===== config.mk =====
export PLATFORM = sky130hd
export DESIGN_NAME = instrument_status_registers
export DESIGN_NICKNAME = d
export VERILOG_FILES = /design/src/shared/status_pkg.sv /design/src/design/status_register_set.sv /design/src/design/limit_fail_tracker.sv /design/src/design/instrument_status_registers.sv
export SDC_FILE = /design/constraint.sdc
export NUM_CORES = 1
export LEC_CHECK = 0
export BUFFER_PORTS_ARGS = -buffer_cell sky130_fd_sc_hd__buf_2
export CAP_MARGIN = 20
export CORE_MARGIN = 4
export CORE_UTILIZATION = 50
export DETAILED_ROUTE_END_ITERATION = 7
export PLACE_DENSITY = 0.77
export SETUP_SLACK_MARGIN = 0.02
export SYNTH_ARGS = -nofsm -noshare
export SYNTH_HDL_FRONTEND = slang
export SYNTH_SLANG_ARGS = --single-unit

===== constraint.sdc =====
create_clock -name i_clock -period 4.9 [get_ports i_clock]
set_input_delay 0.98 -clock i_clock [delete_from_list [all_inputs] [get_ports i_clock]]
set_output_delay 0.98 -clock i_clock [all_outputs]
set_load 0.05 [all_outputs]

===== src/shared/status_pkg.sv =====
package status_pkg;

    // =========================================
    // Widths and set indices
    localparam int REG_W = 16;
    localparam int NUM_SETS = 8;
    localparam int LIMIT_POINTS = 6;
    localparam logic [2:0] SET_DEVICE = 3'h0;
    localparam logic [2:0] SET_OPERATION = 3'h1;
    localparam logic [2:0] SET_CALIBRATING = 3'h2;
    localparam logic [2:0] SET_LOWER_LIMIT = 3'h3;
    localparam logic [2:0] SET_MEASURING = 3'h4;
    localparam logic [2:0] SET_SENSOR_MEMORY = 3'h5;
    localparam logic [2:0] SET_TRIGGER = 3'h6;
    localparam logic [2:0] SET_UPPER_LIMIT = 3'h7;

    // =========================================
    // Bit positions
    localparam int BIT_CHAN_A = 1;
    localparam int BIT_FAULT_A = 3;
    localparam int BIT_KEY_PRESS = 14;
    localparam int BIT_OP_CAL = 0;
    localparam int BIT_OP_MEAS = 4;
    localparam int BIT_OP_TRIG = 5;
    localparam int BIT_OP_SENSOR_MEM = 10;
    localparam int BIT_OP_LOWER_LIMIT = 11;
    localparam int BIT_OP_UPPER_LIMIT = 12;

    // =========================================
    // Masks and preset values
    localparam logic [15:0] WRITE_MASK = 16'h7fff;
    localparam logic [15:0] MASK_DEVICE = 16'h401e;
    localparam logic [15:0] MASK_OPERATION = 16'h1c31;
    localparam logic [15:0] MASK_CHANNELS = 16'h0006;
    localparam logic [15:0] MASK_LIMIT = 16'h007e;
    localparam logic [15:0] MASK_CHAN_B_BITS = 16'h0014;
    localparam logic [15:0] MASK_LIMIT_CHAN_B = 16'h0004;
    localparam logic [15:0] PRESET_ONES = 16'h7fff;
    localparam logic [15:0] PRESET_ZEROS = 16'h0000;

    // =========================================
    // Command codes
    typedef enum logic [3:0] {
        OP_COND_READ = 4'h0,
        OP_EVENT_READ = 4'h1,
        OP_ENABLE_WRITE = 4'h2,
        OP_ENABLE_READ = 4'h3,
        OP_RISE_WRITE = 4'h4,
        OP_RISE_READ = 4'h5,
        OP_FALL_WRITE = 4'h6,
        OP_FALL_READ = 4'h7,
        OP_CLEAR_STATUS = 4'h8,
        OP_PRESET = 4'h9,
        OP_GENERAL_RESET = 4'ha
    } status_op_e;

endpackage


===== src/design/status_register_set.sv =====
`timescale 1ns/1ps
module status_register_set
    import status_pkg::*;
#(
    parameter logic [15:0] USED_MASK = 16'h7fff,
    parameter logic [15:0] ENABLE_PRESET = 16'h7fff
) (
    // Clock and reset
    input wire logic i_clock,
    input wire logic i_sys_rst,
    // Hardware inputs
    input wire logic [15:0] i_cond,
    input wire logic [15:0] i_direct_evt,
    // Software controls
    input wire logic [15:0] i_wdata,
    input wire logic i_enable_wr,
    input wire logic i_rise_wr,
    input wire logic i_fall_wr,
    input wire logic i_event_clear,
    input wire logic i_preset,
    // Register contents
    output logic [15:0] o_cond,
    output logic [15:0] o_event,
    output logic [15:0] o_enable,
    output logic [15:0] o_rise,
    output logic [15:0] o_fall,
    output logic o_summary
);

    // =========================================
    // Storage
    logic [15:0] prev_cond_ff;
    logic [15:0] event_ff;
    logic [15:0] enable_ff;
    logic [15:0] rise_ff;
    logic [15:0] fall_ff;

    wire [15:0] cond_w = i_cond & USED_MASK;
    wire [15:0] wmask_w = USED_MASK & WRITE_MASK;
    wire [15:0] rise_hit_w = cond_w & ~prev_cond_ff & rise_ff;
    wire [15:0] fall_hit_w = ~cond_w & prev_cond_ff & fall_ff;
    wire [15:0] set_w = (rise_hit_w | fall_hit_w | i_direct_evt) & wmask_w;
    wire [15:0] kept_w = i_event_clear ? PRESET_ZEROS : event_ff;
    wire [15:0] nxt_event = kept_w | set_w;
    wire [15:0] nxt_enable = i_preset ? (ENABLE_PRESET & wmask_w) : (i_wdata & wmask_w);
    wire [15:0] nxt_rise = i_preset ? (PRESET_ONES & wmask_w) : (i_wdata & wmask_w);
    wire [15:0] nxt_fall = i_preset ? PRESET_ZEROS : (i_wdata & wmask_w);

    always_ff @(posedge i_clock) begin
        if (i_sys_rst) begin
            prev_cond_ff <= PRESET_ZEROS;
            event_ff <= PRESET_ZEROS;
            enable_ff <= ENABLE_PRESET & wmask_w;
            rise_ff <= PRESET_ONES & wmask_w;
            fall_ff <= PRESET_ZEROS;
        end else begin
            prev_cond_ff <= cond_w;
            event_ff <= nxt_event;
            if (i_enable_wr || i_preset) begin
                enable_ff <= nxt_enable;
            end
            if (i_rise_wr || i_preset) begin
                rise_ff <= nxt_rise;
            end
            if (i_fall_wr || i_preset) begin
                fall_ff <= nxt_fall;
            end
        end
    end

    assign o_cond = cond_w & WRITE_MASK;
    assign o_event = event_ff;
    assign o_enable = enable_ff;
    assign o_rise = rise_ff;
    assign o_fall = fall_ff;
    assign o_summary = |(event_ff & enable_ff);

endmodule // status_register_set


===== src/design/limit_fail_tracker.sv =====
`timescale 1ns/1ps
module limit_fail_tracker
    import status_pkg::*;
#(
    parameter int POINTS = LIMIT_POINTS
) (
    // Clock and reset
    input wire logic i_clock,
    input wire logic i_sys_rst,
    // Per point test results
    input wire logic [POINTS-1:0] i_test_fail,
    input wire logic [POINTS-1:0] i_meas_done,
    input wire logic [POINTS-1:0] i_test_enabled,
    // Failure flags
    output logic [POINTS-1:0] o_fail
);

    // =========================================
    // One sticky flag per channel or window
    logic [POINTS-1:0] fail_ff;
    logic [POINTS-1:0] nxt_fail;

    genvar g;
    generate
        for (g = 0; g < POINTS; g++) begin : g_point
            wire pass_w = i_meas_done[g] && i_test_enabled[g] && !i_test_fail[g];
            assign nxt_fail[g] = i_test_fail[g] ? 1'b1 : (pass_w ? 1'b0 : fail_ff[g]);
        end
    endgenerate

    always_ff @(posedge i_clock) begin
        if (i_sys_rst) begin
            fail_ff <= '0;
        end else begin
            fail_ff <= nxt_fail;
        end
    end

    assign o_fail = fail_ff;

endmodule // limit_fail_tracker


===== src/design/instrument_status_registers.sv =====
`timescale 1ns/1ps
module instrument_status_registers
    import status_pkg::*;
#(
    parameter int NUM_CHANNELS = 2
) (
    // Clock and reset
    input wire logic i_clock,
    input wire logic i_sys_rst,
    // Command port
    input wire logic i_cmd_valid,
    input wire logic [3:0] i_cmd_op,
    input wire logic [2:0] i_cmd_set,
    input wire logic [15:0] i_cmd_wdata,
    // Sensor events
    input wire logic [1:0] i_sensor_attached,
    input wire logic [1:0] i_sensor_mem_fail,
    input wire logic [1:0] i_sensor_both_inputs,
    input wire logic [1:0] i_sensor_mem_reading,
    input wire logic i_key_press,
    // Calibration, measurement and trigger
    input wire logic [1:0] i_cal_start,
    input wire logic i_cal_all_start,
    input wire logic [1:0] i_cal_end,
    input wire logic [1:0] i_measuring,
    input wire logic [1:0] i_wait_trigger,
    // Limit tests
    input wire logic [5:0] i_meas_done,
    input wire logic [5:0] i_lower_test_fail,
    input wire logic [5:0] i_lower_test_enabled,
    input wire logic [5:0] i_upper_test_fail,
    input wire logic [5:0] i_upper_test_enabled,
    // Response
    output logic o_rsp_valid,
    output logic [15:0] o_rsp_data,
    output logic o_operation_summary
);

    // =========================================
    // Channel presence
    localparam logic [15:0] CHAN_DROP = (NUM_CHANNELS > 1) ? PRESET_ZEROS : MASK_CHAN_B_BITS;
    localparam logic [15:0] LIMIT_DROP = (NUM_CHANNELS > 1) ? PRESET_ZEROS : MASK_LIMIT_CHAN_B;
    localparam logic [15:0] DEV_MASK = MASK_DEVICE & ~CHAN_DROP;
    localparam logic [15:0] CH_MASK = MASK_CHANNELS & ~LIMIT_DROP;
    localparam logic [15:0] LIM_MASK = MASK_LIMIT & ~LIMIT_DROP;

    // =========================================
    // Command decode
    wire cmd_cond_rd = i_cmd_valid && (i_cmd_op == OP_COND_READ);
    wire cmd_evt_rd = i_cmd_valid && (i_cmd_op == OP_EVENT_READ);
    wire cmd_en_wr = i_cmd_valid && (i_cmd_op == OP_ENABLE_WRITE);
    wire cmd_en_rd = i_cmd_valid && (i_cmd_op == OP_ENABLE_READ);
    wire cmd_rise_wr = i_cmd_valid && (i_cmd_op == OP_RISE_WRITE);
    wire cmd_rise_rd = i_cmd_valid && (i_cmd_op == OP_RISE_READ);
    wire cmd_fall_wr = i_cmd_valid && (i_cmd_op == OP_FALL_WRITE);
    wire cmd_fall_rd = i_cmd_valid && (i_cmd_op == OP_FALL_READ);
    wire cmd_clear = i_cmd_valid && (i_cmd_op == OP_CLEAR_STATUS);
    wire cmd_preset = i_cmd_valid && (i_cmd_op == OP_PRESET);
    wire cmd_read = cmd_cond_rd | cmd_evt_rd | cmd_en_rd | cmd_rise_rd | cmd_fall_rd;

    // =========================================
    // Calibrating flags
    logic [1:0] cal_ff;
    wire [1:0] cal_begin_w = i_cal_start | {2{i_cal_all_start}};
    wire [1:0] nxt_cal = cal_begin_w | (cal_ff & ~i_cal_end);

    always_ff @(posedge i_clock) begin
        if (i_sys_rst) begin
            cal_ff <= 2'h0;
        end else begin
            cal_ff <= nxt_cal;
        end
    end

    // =========================================
    // Limit trackers
    logic [5:0] lower_fail;
    logic [5:0] upper_fail;

    limit_fail_tracker #(.POINTS(LIMIT_POINTS)) u_lower (
        .i_clock(i_clock),
        .i_sys_rst(i_sys_rst),
        .i_test_fail(i_lower_test_fail),
        .i_meas_done(i_meas_done),
        .i_test_enabled(i_lower_test_enabled),
        .o_fail(lower_fail)
    );

    limit_fail_tracker #(.POINTS(LIMIT_POINTS)) u_upper (
        .i_clock(i_clock),
        .i_sys_rst(i_sys_rst),
        .i_test_fail(i_upper_test_fail),
        .i_meas_done(i_meas_done),
        .i_test_enabled(i_upper_test_enabled),
        .o_fail(upper_fail)
    );

    // =========================================
    // Condition vectors
    logic [15:0] cond_in [NUM_SETS];
    logic [15:0] direct_in [NUM_SETS];
    logic [15:0] cond_q [NUM_SETS];
    logic [15:0] event_q [NUM_SETS];
    logic [15:0] enable_q [NUM_SETS];
    logic [15:0] rise_q [NUM_SETS];
    logic [15:0] fall_q [NUM_SETS];
    logic [NUM_SETS-1:0] summary;

    wire [1:0] fault_w = i_sensor_mem_fail | i_sensor_both_inputs;
    wire [15:0] op_cond_w = (16'(summary[SET_CALIBRATING]) << BIT_OP_CAL)
        | (16'(summary[SET_MEASURING]) << BIT_OP_MEAS)
        | (16'(summary[SET_TRIGGER]) << BIT_OP_TRIG);
    wire [15:0] op_cond_hi_w = (16'(summary[SET_SENSOR_MEMORY]) << BIT_OP_SENSOR_MEM)
        | (16'(summary[SET_LOWER_LIMIT]) << BIT_OP_LOWER_LIMIT)
        | (16'(summary[SET_UPPER_LIMIT]) << BIT_OP_UPPER_LIMIT);

    assign cond_in[SET_DEVICE] = (16'(i_sensor_attached) << BIT_CHAN_A)
        | (16'(fault_w) << BIT_FAULT_A);
    assign cond_in[SET_OPERATION] = op_cond_w | op_cond_hi_w;
    assign cond_in[SET_CALIBRATING] = 16'(cal_ff) << BIT_CHAN_A;
    assign cond_in[SET_LOWER_LIMIT] = 16'(lower_fail) << BIT_CHAN_A;
    assign cond_in[SET_MEASURING] = 16'(i_measuring) << BIT_CHAN_A;
    assign cond_in[SET_SENSOR_MEMORY] = 16'(i_sensor_mem_reading) << BIT_CHAN_A;
    assign cond_in[SET_TRIGGER] = 16'(i_wait_trigger) << BIT_CHAN_A;
    assign cond_in[SET_UPPER_LIMIT] = 16'(upper_fail) << BIT_CHAN_A;

    assign direct_in[SET_DEVICE] = 16'(i_key_press) << BIT_KEY_PRESS;
    assign direct_in[SET_OPERATION] = PRESET_ZEROS;
    assign direct_in[SET_CALIBRATING] = PRESET_ZEROS;
    assign direct_in[SET_LOWER_LIMIT] = PRESET_ZEROS;
    assign direct_in[SET_MEASURING] = PRESET_ZEROS;
    assign direct_in[SET_SENSOR_MEMORY] = PRESET_ZEROS;
    assign direct_in[SET_TRIGGER] = PRESET_ZEROS;
    assign direct_in[SET_UPPER_LIMIT] = PRESET_ZEROS;

    // =========================================
    // Register sets
    genvar s;
    generate
        for (s = 0; s < NUM_SETS; s++) begin : g_set
            localparam logic [15:0] USED = (s == SET_DEVICE) ? DEV_MASK
                : (s == SET_OPERATION) ? MASK_OPERATION
                : ((s == SET_LOWER_LIMIT) || (s == SET_UPPER_LIMIT)) ? LIM_MASK
                : CH_MASK;
            localparam logic [15:0] EN_PRESET = (s == SET_OPERATION) ? PRESET_ZEROS : PRESET_ONES;
            wire hit_w = (i_cmd_set == 3'(s));
            status_register_set #(
                .USED_MASK(USED),
                .ENABLE_PRESET(EN_PRESET)
            ) u_set (
                .i_clock(i_clock),
                .i_sys_rst(i_sys_rst),
                .i_cond(cond_in[s]),
                .i_direct_evt(direct_in[s]),
                .i_wdata(i_cmd_wdata),
                .i_enable_wr(cmd_en_wr && hit_w),
                .i_rise_wr(cmd_rise_wr && hit_w),
                .i_fall_wr(cmd_fall_wr && hit_w),
                .i_event_clear(cmd_clear || (cmd_evt_rd && hit_w)),
                .i_preset(cmd_preset),
                .o_cond(cond_q[s]),
                .o_event(event_q[s]),
                .o_enable(enable_q[s]),
                .o_rise(rise_q[s]),
                .o_fall(fall_q[s]),
                .o_summary(summary[s])
            );
        end
    endgenerate

    // =========================================
    // Read selection
    wire [15:0] rd_data_w = cmd_cond_rd ? cond_q[i_cmd_set]
        : cmd_evt_rd ? event_q[i_cmd_set]
        : cmd_en_rd ? enable_q[i_cmd_set]
        : cmd_rise_rd ? rise_q[i_cmd_set]
        : fall_q[i_cmd_set];
    wire [15:0] nxt_rsp_data = cmd_read ? (rd_data_w & WRITE_MASK) : o_rsp_data;

    always_ff @(posedge i_clock) begin
        if (i_sys_rst) begin
            o_rsp_valid <= 1'b0;
            o_rsp_data <= PRESET_ZEROS;
            o_operation_summary <= 1'b0;
        end else begin
            o_rsp_valid <= cmd_read;
            o_rsp_data <= nxt_rsp_data;
            o_operation_summary <= summary[SET_OPERATION];
        end
    end

endmodule // instrument_status_registers


==> flow_summary.ini, run 1 <==
[timing]
period_share_pct = 60.6
finalMaxSlewViolations = 0
setup_tns_ns = 0
finalClockSkew_ns = 0.00732
tightestPinTransition_ns = 1.04
fin_ws_ns = 1.93
finalSetupViolCount = 0
rsz0062_at_grt = false
fmax_ghz = 0.337
hold_viol_final = 0
maxSlewHeadroom_pct = 30.6
min_period_ns = 2.97

[worst_setup_path]
slowest_delay_ns = 0.52
r2r_start = g_set[2].u_set.o_enable[2]$_SDFFE_PP1P_
worst_path_max_delay_cell = buf_2
critPathMaxFanout = 31
worst-r2r-cell-count = 5
rrSetupSlack_ns = 3.11
worstPathArrival_ns = 3.31
worstPathRequired_ns = 5.24
cp_top_family = buffers and inverters
crit_chain = buf_2 -> buf_4 -> and2_1 -> a2bb2oi_1 -> o211ai_1 -> o311ai_0 -> o32ai_1
cp.buffers_inverters = 2
worst_setup_path_end_kind = flip-flop
r2r-end = o_rsp_data[2]$_SDFFE_PP0P_
crit_type = primary input to flip-flop
start_kind = primary input

[grt]
grt_pass1_wl_um = 39100
grt_max_degree = 92
grt_pass1_vias = 7230
antenna_found_initial = 0
track_usage_pct = 27.1
globalRouteOverflowTotal = 0

[yosys]
ys_ff_latch = 181
async_flop_share_pct = 0
ys.warnings.count = 0
synth.largest_area_cell = dfxtp_1
yosys_most_used_dff = dfxtp_1
syn-cell-area_um2 = 8360
synthTopCellsByArea = dfxtp_1 43%, mux2i_1 7.9%, nand2_1 6.7%, nand3_1 6.1%, nor2_1 4.5%
syn_inst = 981
synth_top_cell_area_share_pct = 43.3
syn_avg_cell_area_um2 = 8.52
ys_seq_area_share_pct = 43.3
ys_types = 70
synth_edf_count = 0

[routing]
wirelength_um = 24900
vias_per_cell = 6.08
ant_nets = 0
drt_pass1_iterations = 5
drtIter0Drc = 900
vias = 7648
drc_errors = 0
routedWlPerCell_um = 19.8

[finish]
instances_no_fill = 1257
num_antenna_cells = 0
design_area_um2 = 9330
nets = 1099
syn_to_final_growth_pct = 11.6
nFillCells = 1518
drive_gt1_share_pct = 15.0
regArea_um2 = 3620
multi_input_area_um2 = 4370

[min_path]
min_path_type = flip-flop to flip-flop
min_to = g_set[0].u_set.o_event[3]$_SDFF_PP0_
min_path_cells = 2
worstHoldStart = g_set[0].u_set.o_event[3]$_SDFF_PP0_

[clock_tree]
ctsResizeCount = 0
cts_tree = built
post_cts_buffers = 0
clock_tree.buffer_depth = 2
cts_buffers = 17
insertion_delay_ns = 0.43
clkTransAtPathRegs_ns = 0.07
cts_hold_buf = 0
cts.sinks = 181
clockRootBuffer = clkbuf_16
cts_max_level = 4

[power_and_ir_drop]
p_comb_share_pct = 9.9
pwr-share-seq_pct = 48.9
internal-power_mw = 2.38
power_switching_mw = 0.828
p_leak_nw = 3.70
p_clk_share_pct = 41.2
powerDensity_nw_per_um2 = 344
vdd_drop_max_v = 0.000252
p_sw_share_pct = 25.8

[job]
maxCapViolations = 0

[place]
numPortBuffers = 81
dpl_cell_area_um2 = 8760
place_hpwl_um = 17400
place.gp.congestion = 1.02
dp_slack_ns = 1.59
placed_cells = 1226

[floorplan]
num_rows = 47
boundaryPins = 92
core-area_um2 = 16500
die_h_um = 137
die-area_um2 = 18900
initial_utilization_pct = 50.8
die_w_um = 137

[run_status]
status = complete, no violations
[cell families after synthesis]
logic type      Yosys count  synth area share, %
compound gates          199                 15.0
simple gates            445                 25.5
buf+inv                  74                 4.74
mux                      81                 11.4
other cells               1               0.0448
flops                   181                 43.3
[routing by layer]
| layer | track usage (%) | vias up | wire, µm |
|---|---|---|---|
| met1 | 35.6 | 3591 | 10100 |
| met2 | 42.3 | 405 | 11300 |
| met5 | 0 | - | 0 |
| met3 | 7.74 | 69 | 2630 |
| met4 | 10.2 | 0 | 863 |
| li1 | - | 3583 | - |
[cell usage after synthesis, types with 3 or more instances]
master	count
mux4_2	10
nand2b_1	4
or2_2	4
o2bb2ai_1	5
inv_1	5
and3b_1	3
and3_1	4
nor3_1	6
clkbuf_1	32
a211oi_1	5
nand3b_1	18
a31oi_1	18
buf_1	7
a32oi_1	3
nand2_1	149
o21ai_0	29
nor2_1	100
a2111oi_0	3
dfxtp_1	181
nor3b_2	3
a221oi_1	3
nor2b_1	23
a22oi_1	19
nor2_2	4
buf_6	7
a21oi_1	69
o211ai_1	11
nand3_1	102
o32ai_1	3
nor3b_1	6
buf_2	8
o22ai_1	11
buf_4	15
mux2_2	3
mux2i_1	66
[metrics by stage]
stage	total power, mW	hold WS [ns]	util, %
final	3.21	0.463	56.7
after global routing	3.32	0.480	56.7
after CTS	3.22	0.459	56.7
after detailed placement	1.91	0.452	53.2
after global placement	1.90	0.442	53.2
after floorplan	1.81	0.432	-
[flip-flops by register name (all words and copies together) (netlist names)]
signal,flops
g_set.u_set.o_enable,31
g_set.u_set.o_event,31
g_set.u_set.o_fall,31
g_set.u_set.o_rise,31
g_set.u_set.prev_cond_ff,30
o_rsp_data,11
u_lower.o_fail,6
u_upper.o_fail,6
cal_ff,2
o_operation_summary,1
o_rsp_valid,1
[cell usage in the layout, fill, tap and decap left out, types with 6 or more instances in the layout]
master	count
dfxtp_1	181
nand2_1	149
nand3_1	102
nor2_1	99
buf_2	80
a21oi_1	69
mux2i_1	66
o21ai_0	29
nor2b_1	23
a22oi_1	19
nand3b_1	18
a31oi_1	18
clkbuf_16	17
o211ai_1	11
o22ai_1	11
mux4_2	10
buf_4	10
nor3_1	6
nor3b_1	6
[cell type report]
cell class              instances  share of cell area [%]
multi-input cells             730                    46.9
flip-flops and latches        181                    38.8
repair buffers                 90                    5.10
clock buffers                  19                    4.64
well taps                     220                    2.95
clock inverters                12                    1.41
inverters                       5                   0.201
[worst reg2reg max path: cells and delay by family, from the launching register on]
| family | cells | cell delay, ns |
|---|---|---|
| AOI/OAI and AO/OA | 3 | 0.93 |
| DFF | 1 | 0.34 |
| muxes | 1 | 0.28 |
| and+or+nand+nor | 1 | 0.08 |
[power by group through the flow]
stage               combinational [mW]  sequential [mW]  clock (mW)
finish                           0.318             1.57        1.32
global route                     0.346             1.57        1.40
CTS                              0.311             1.57        1.34
detailed placement               0.309             1.60           0
global placement                 0.305             1.60           0
floorplan                        0.216             1.59           0
[worst max path at each step]
stage / end / start / depth (start not counted)
global placement: g_set[2].u_set.o_fall[1]$_SDFFE_PP0P_ / i_cmd_set[1] / 6
finish: o_rsp_data[1]$_SDFFE_PP0P_ / i_cmd_set[1] / 7
detailed placement: g_set[2].u_set.o_fall[1]$_SDFFE_PP0P_ / i_cmd_set[1] / 6
floorplan: o_rsp_data[2]$_SDFFE_PP0P_ / i_cmd_set[0] / 7
global route: o_rsp_data[2]$_SDFFE_PP0P_ / i_cmd_set[0] / 6
CTS: g_set[2].u_set.o_fall[1]$_SDFFE_PP0P_ / i_cmd_set[1] / 6
Note: power is estimated with default switching activity, not from simulation.
==> run 2, diff against run 1 <==
Settings changed: PLACE_DENSITY 0.77 to 0.79.
Clock period 4.9 ns to 2.7 ns, I/O delays scaled along.
==> run 2 against run 1 <==
Global-route usage up 0.96 points; combinational power increased by 92%; die area unchanged; largest cell class unchanged; clock-buffer cell count rose by 1; highest routed layer unchanged; utilization increased by 1.7 points; routed wire length grew 5.1%; sequential cell count unchanged.
==> flow_summary.ini, run 2 (synthesized netlist as in run 1, its figures left out) <==
[run_status]
status = complete, no violations

[power_and_ir_drop]
p_total_mw = 5.90
p_sw_share_pct = 26.7
p_clk_share_pct = 41.3
powerDensity_nw_per_um2 = 614
p_comb_share_pct = 10.4
power_switching_mw = 1.57
pwr-share-seq_pct = 48.4
p_leak_nw = 3.88
vdd_drop_max_v = 0.000441
internal-power_mw = 4.32

[clock_tree]
ctsResizeCount = 0
cts_tree = built
cts.sinks = 181
cts_hold_buf = 0
cts_buffers = 17
cts_max_level = 4
clock_tree.buffer_depth = 2
insertion_delay_ns = 0.44
post_cts_buffers = 0
clkTransAtPathRegs_ns = 0.07
clockRootBuffer = clkbuf_16

[routing]
ant_nets = 0
vias_per_cell = 6.08
drc_errors = 0
drt_pass1_iterations = 7
routedWlPerCell_um = 20.3
wirelength_um = 26200
vias = 7838
drtIter0Drc = 868

[worst_setup_path]
rrSetupSlack_ns = 0.97
slowest_delay_ns = 0.60
worstPathArrival_ns = 2.39
r2r-end = o_rsp_data[1]$_SDFFE_PP0P_
crit_chain = buf_2 -> or3b_2 -> nor3_4 -> buf_4 -> nand2_1 -> nand2_1 -> nand3_1
critPathMaxFanout = 9
r2r_start = g_set[7].u_set.o_rise[1]$_SDFFE_PP1P_
worst_path_max_delay_cell = or3b_2
start_kind = primary input
crit_type = primary input to flip-flop
cp_common_cell = nand2_1
worst-r2r-cell-count = 4
worstPathRequired_ns = 3.01
worst_setup_path_end_kind = flip-flop

[floorplan]
boundaryPins = 92
die-area_um2 = 18900
initial_utilization_pct = 50.8
num_rows = 47
die_w_um = 137
die_h_um = 137
core-area_um2 = 16500

[timing]
fmax_ghz = 0.480
setup_tns_ns = 0
finalClockSkew_ns = 0.0121
min_period_ns = 2.08
hold_viol_final = 0
finalSetupViolCount = 0
tightestPinTransition_ns = 0.658
rsz0062_at_grt = false
finalMaxSlewViolations = 0
period_share_pct = 77.1
maxSlewHeadroom_pct = 55.8

[min_path]
worstHoldStart = i_lower_test_fail[3]
min_to = u_lower.o_fail[3]$_SDFFE_PP0P_
min_path_cells = 3
min_path_type = primary input to flip-flop

[finish]
nets = 1130
final_cell_mix = 181 x dfxtp_1, 149 x nand2_1, 102 x nand3_1
layout_commonest_cell = dfxtp_1
nFillCells = 1463
fin_util_pct = 58.4
num_antenna_cells = 0
syn_to_final_growth_pct = 14.9
drive_gt1_share_pct = 17.7

[grt]
track_usage_pct = 28.0
grt_pass1_vias = 7293
grt_max_degree = 57
antenna_found_initial = 0
globalRouteOverflowTotal = 0
grt_pass1_wl_um = 39800

[job]
maxCapViolations = 0

[place]
place.gp.congestion = 0.990
numPortBuffers = 81
place_hpwl_um = 18700
[run 2: cell types whose count changed in the layout (fill, tap and decap cells not counted), moves of 2 or more]
| cell | before | now |
|---|---|---|
| buf_12 | 0 | 3 |
| buf_4 | 10 | 38 |
| clkbuf_8 | 0 | 2 |
| inv_6 | 2 | 4 |
[run 2: area by class of cell]
class / count / area (µm²) / area share, %
Clock inverter: 12 / 118 / 1.22
Multi-Input combinational cell: 730 / 4370 / 45.5
Timing Repair Buffer: 121 / 746 / 7.76
Clock buffer: 20 / 457 / 4.75
Inverter: 5 / 18.8 / 0.195
Sequential cell: 181 / 3620 / 37.7
Tap cell: 220 / 275 / 2.86
[run 2: metal layers]
metal	share of wire (%)	track usage (%)	routed length, µm
met4	4.4	12.4	1160
met3	11	8.62	2750
met5	0	0	0
met1	40	35.9	10600
met2	45	43.7	11700
[run 2: worst max path at each step]
stage / start / to / slack (ns) / cells past startpoint
2_1_floorplan: i_cmd_set[0] / o_rsp_data[2]$_SDFFE_PP0P_ / 0.66 / 7
3_3_place_gp: i_cmd_set[1] / g_set[1].u_set.o_event[11]$_SDFF_PP0_ / 0.22 / 7
3_5_place_dp: i_cmd_set[1] / g_set[1].u_set.o_event[11]$_SDFF_PP0_ / 0.21 / 7
4_1_cts: i_cmd_set[1] / g_set[1].u_set.o_event[4]$_SDFF_PP0_ / 0.69 / 7
5_1_grt: i_cmd_set[1] / g_set[1].u_set.o_event[10]$_SDFF_PP0_ / 0.54 / 7
6_report: i_cmd_op[1] / g_set[1].u_set.o_rise[5]$_SDFFE_PP1P_ / 0.62 / 7
[run 2: power groups by stage]
stage	clock network [mW]	registers [mW]	logic, mW
3_5_place_dp	0	2.91	0.592
3_3_place_gp	0	2.90	0.582
5_1_grt	2.58	2.86	0.653
6_report	2.43	2.85	0.611
2_1_floorplan	0	2.88	0.391
4_1_cts	2.46	2.85	0.597
[run 2: critical path, delay by kind of cell]
| kind | cells | cell delay, ns |
|---|---|---|
| simple gates | 5 | 1.39 |
| buf+inv | 2 | 0.45 |
[run 2: metrics by stage]
step | hold slack (ns) | cell area [µm²] | cells | worst slack (ns)
finish | 0.303 | 9610 | 1289 | 0.619
detailed placement | 0.464 | 9030 | 1257 | 0.215
floorplan | 0.432 | 8380 | 985 | 0.664
global route | 0.301 | 9610 | 1289 | 0.540
global placement | 0.443 | 9030 | 1257 | 0.225
CTS | 0.285 | 9610 | 1289 | 0.687
==> run 3, diff against run 2 <==
Clock period 2.7 ns to 1.7 ns, I/O delays scaled along.
==> run 3 against run 2 <==
Global-route usage is 1.9 points higher; power up 65%; critical path type unchanged; clock power increased by 67%; via count up 5.0%; non-clock buffer count increased by 83; clock skew shrank 0.00067 ns; sequential power grew 59%; clock-buffer cell count shrank 2; sequential share of layout area shrank 3.0 points; first-iteration DRC count is 26% higher; setup slack lost 0.60 ns.
==> flow_summary.ini, run 3 (synthesized netlist as in run 1, its figures left out) <==
[job]
maxCapViolations = 0

[timing]
finalSetupViolCount = 0
fmax_ghz = 0.594
min_period_ns = 1.68
rsz0062_at_grt = true
whs_ns = 0.105
period_share_pct = 99.0
tightestPinTransition_ns = 0.577
hold_viol_final = 0
finalClockSkew_ns = 0.0114
setup_tns_ns = 0
finalMaxSlewViolations = 0
maxSlewHeadroom_pct = 61.5

[power_and_ir_drop]
power_switching_mw = 2.60
pwr-share-seq_pct = 46.6
internal-power_mw = 7.11
p_sw_share_pct = 26.8
p_total_mw = 9.71
p_leak_nw = 4.35
p_clk_share_pct = 41.7
powerDensity_nw_per_um2 = 930
p_comb_share_pct = 11.7
vdd_drop_max_v = 0.000722

[routing]
drc_errors = 0
vias_per_cell = 6.00
vias = 8232
drt_pass1_iterations = 6
ant_nets = 0
routedWlPerCell_um = 20.2
wirelength_um = 27700
drtIter0Drc = 1091

[floorplan]
core-area_um2 = 16500
die_h_um = 137
boundaryPins = 92
initial_utilization_pct = 50.8
die-area_um2 = 18900
num_rows = 47
die_w_um = 137

[worst_setup_path]
crit_path_start = i_cmd_op[3]
worstPathArrival_ns = 1.99
worstPathRequired_ns = 2.01
worstSetupPathDepth = 6
cp.buffers_inverters = 1
critPathMaxFanout = 6
slowest_delay_ns = 0.61
cp_top_family = simple AND/OR/NAND/NOR gates
r2r_start = g_set[7].u_set.o_rise[1]$_SDFFE_PP1P_
crit_chain = buf_2 -> or3b_2 -> nor2_1 -> o211ai_1 -> a31oi_1 -> o32ai_1
start_kind = primary input
worst-r2r-cell-count = 4
worst_path_max_delay_cell = or3b_2
worst_setup_path_end_kind = flip-flop
crit_type = primary input to flip-flop

[clock_tree]
clkTransAtPathRegs_ns = 0.07
cts_max_level = 4
clock_tree.buffer_depth = 2
cts.sinks = 181
cts_buffers = 17
insertion_delay_ns = 0.44
cts_tree = built
clockRootBuffer = clkbuf_16

[finish]
nets = 1213
syn_to_final_growth_pct = 24.9
drive_gt1_share_pct = 24.6
num_antenna_cells = 0
layout_commonest_cell = dfxtp_1
fin_util_pct = 63.5
final_cell_mix = 181 x dfxtp_1, 149 x nand2_1, 113 x buf_4

[grt]
grt_max_degree = 40
grt_pass1_wl_um = 42700
antenna_found_initial = 0
grt_pass1_vias = 7724
globalRouteOverflowTotal = 0
track_usage_pct = 29.9

[place]
place.gp.congestion = 1.01
numPortBuffers = 81
place_hpwl_um = 20500

[min_path]
min_path_type = primary input to flip-flop
worstHoldStart = i_lower_test_fail[3]
min_path_cells = 3

[run_status]
status = complete, no violations
run 3: power groups by stage:
| stage | sequential, mW | clock (mW) | combinational (mW) |
|---|---|---|---|
| 3_5_place_dp | 4.62 | 0 | 1.10 |
| 5_1_grt | 4.54 | 4.26 | 1.22 |
| 3_3_place_gp | 4.61 | 0 | 1.08 |
| 2_1_floorplan | 4.58 | 0 | 0.638 |
| 4_1_cts | 4.52 | 4.08 | 1.11 |
| 6_report | 4.53 | 4.05 | 1.14 |
run 3: metal layers:
| metal | vias up | global-route usage, % | share of wire, % |
|---|---|---|---|
| met4 | 0 | 13.1 | 4.0 |
| li1 | 3802 | - | - |
| met2 | 499 | 46.9 | 45 |
| met3 | 80 | 5.81 | 10 |
| met5 | - | 0 | 0 |
| met1 | 3851 | 40.2 | 41 |
run 3: path summary, 6_finish.rpt:
path,to,slack (ns)
max,o_rsp_data[1]$_SDFFE_PP0P_,0.02
min,u_lower.o_fail[3]$_SDFFE_PP0P_,0.10
max reg2reg,o_rsp_data[1]$_SDFFE_PP0P_,0.04
min reg2reg,g_set[1].u_set.o_enable[10]$_SDFFE_PP0P_,0.48
run 3: area by class of cell:
class | count | area (µm²)
Sequential cell | 181 | 3620
Multi-Input combinational cell | 730 | 4460
Timing Repair Buffer | 204 | 1470
Fill cell | 1426 | 6020
Clock buffer | 18 | 439
Clock inverter | 14 | 163
Tap cell | 220 | 275
Inverter | 5 | 18.8
run 3: timing repair:
action	CTS	global route
hold buffers	0	0
endpoints found under the setup margin	0	3
setup buffers	0	2
resized for setup	0	4
run 3: metrics by stage:
step | instance area, µm² | cells | setup WS, ns
2_1_floorplan | 8470 | 985 | -0.0857
3_3_place_gp | 9810 | 1338 | -0.361
3_5_place_dp | 9810 | 1338 | -0.348
4_1_cts | 10400 | 1370 | 0.0325
5_1_grt | 10400 | 1372 | 0.00916
6_report | 10400 | 1372 | 0.0163
run 3: worst reg2reg max path, delay by kind of cell (launching register included):
| kind | cells | cell delay (ns) |
|---|---|---|
| and+or+nand+nor | 1 | 0.24 |
| muxes | 1 | 0.52 |
| AOI/OAI and AO/OA | 2 | 0.44 |
| DFF | 1 | 0.34 |
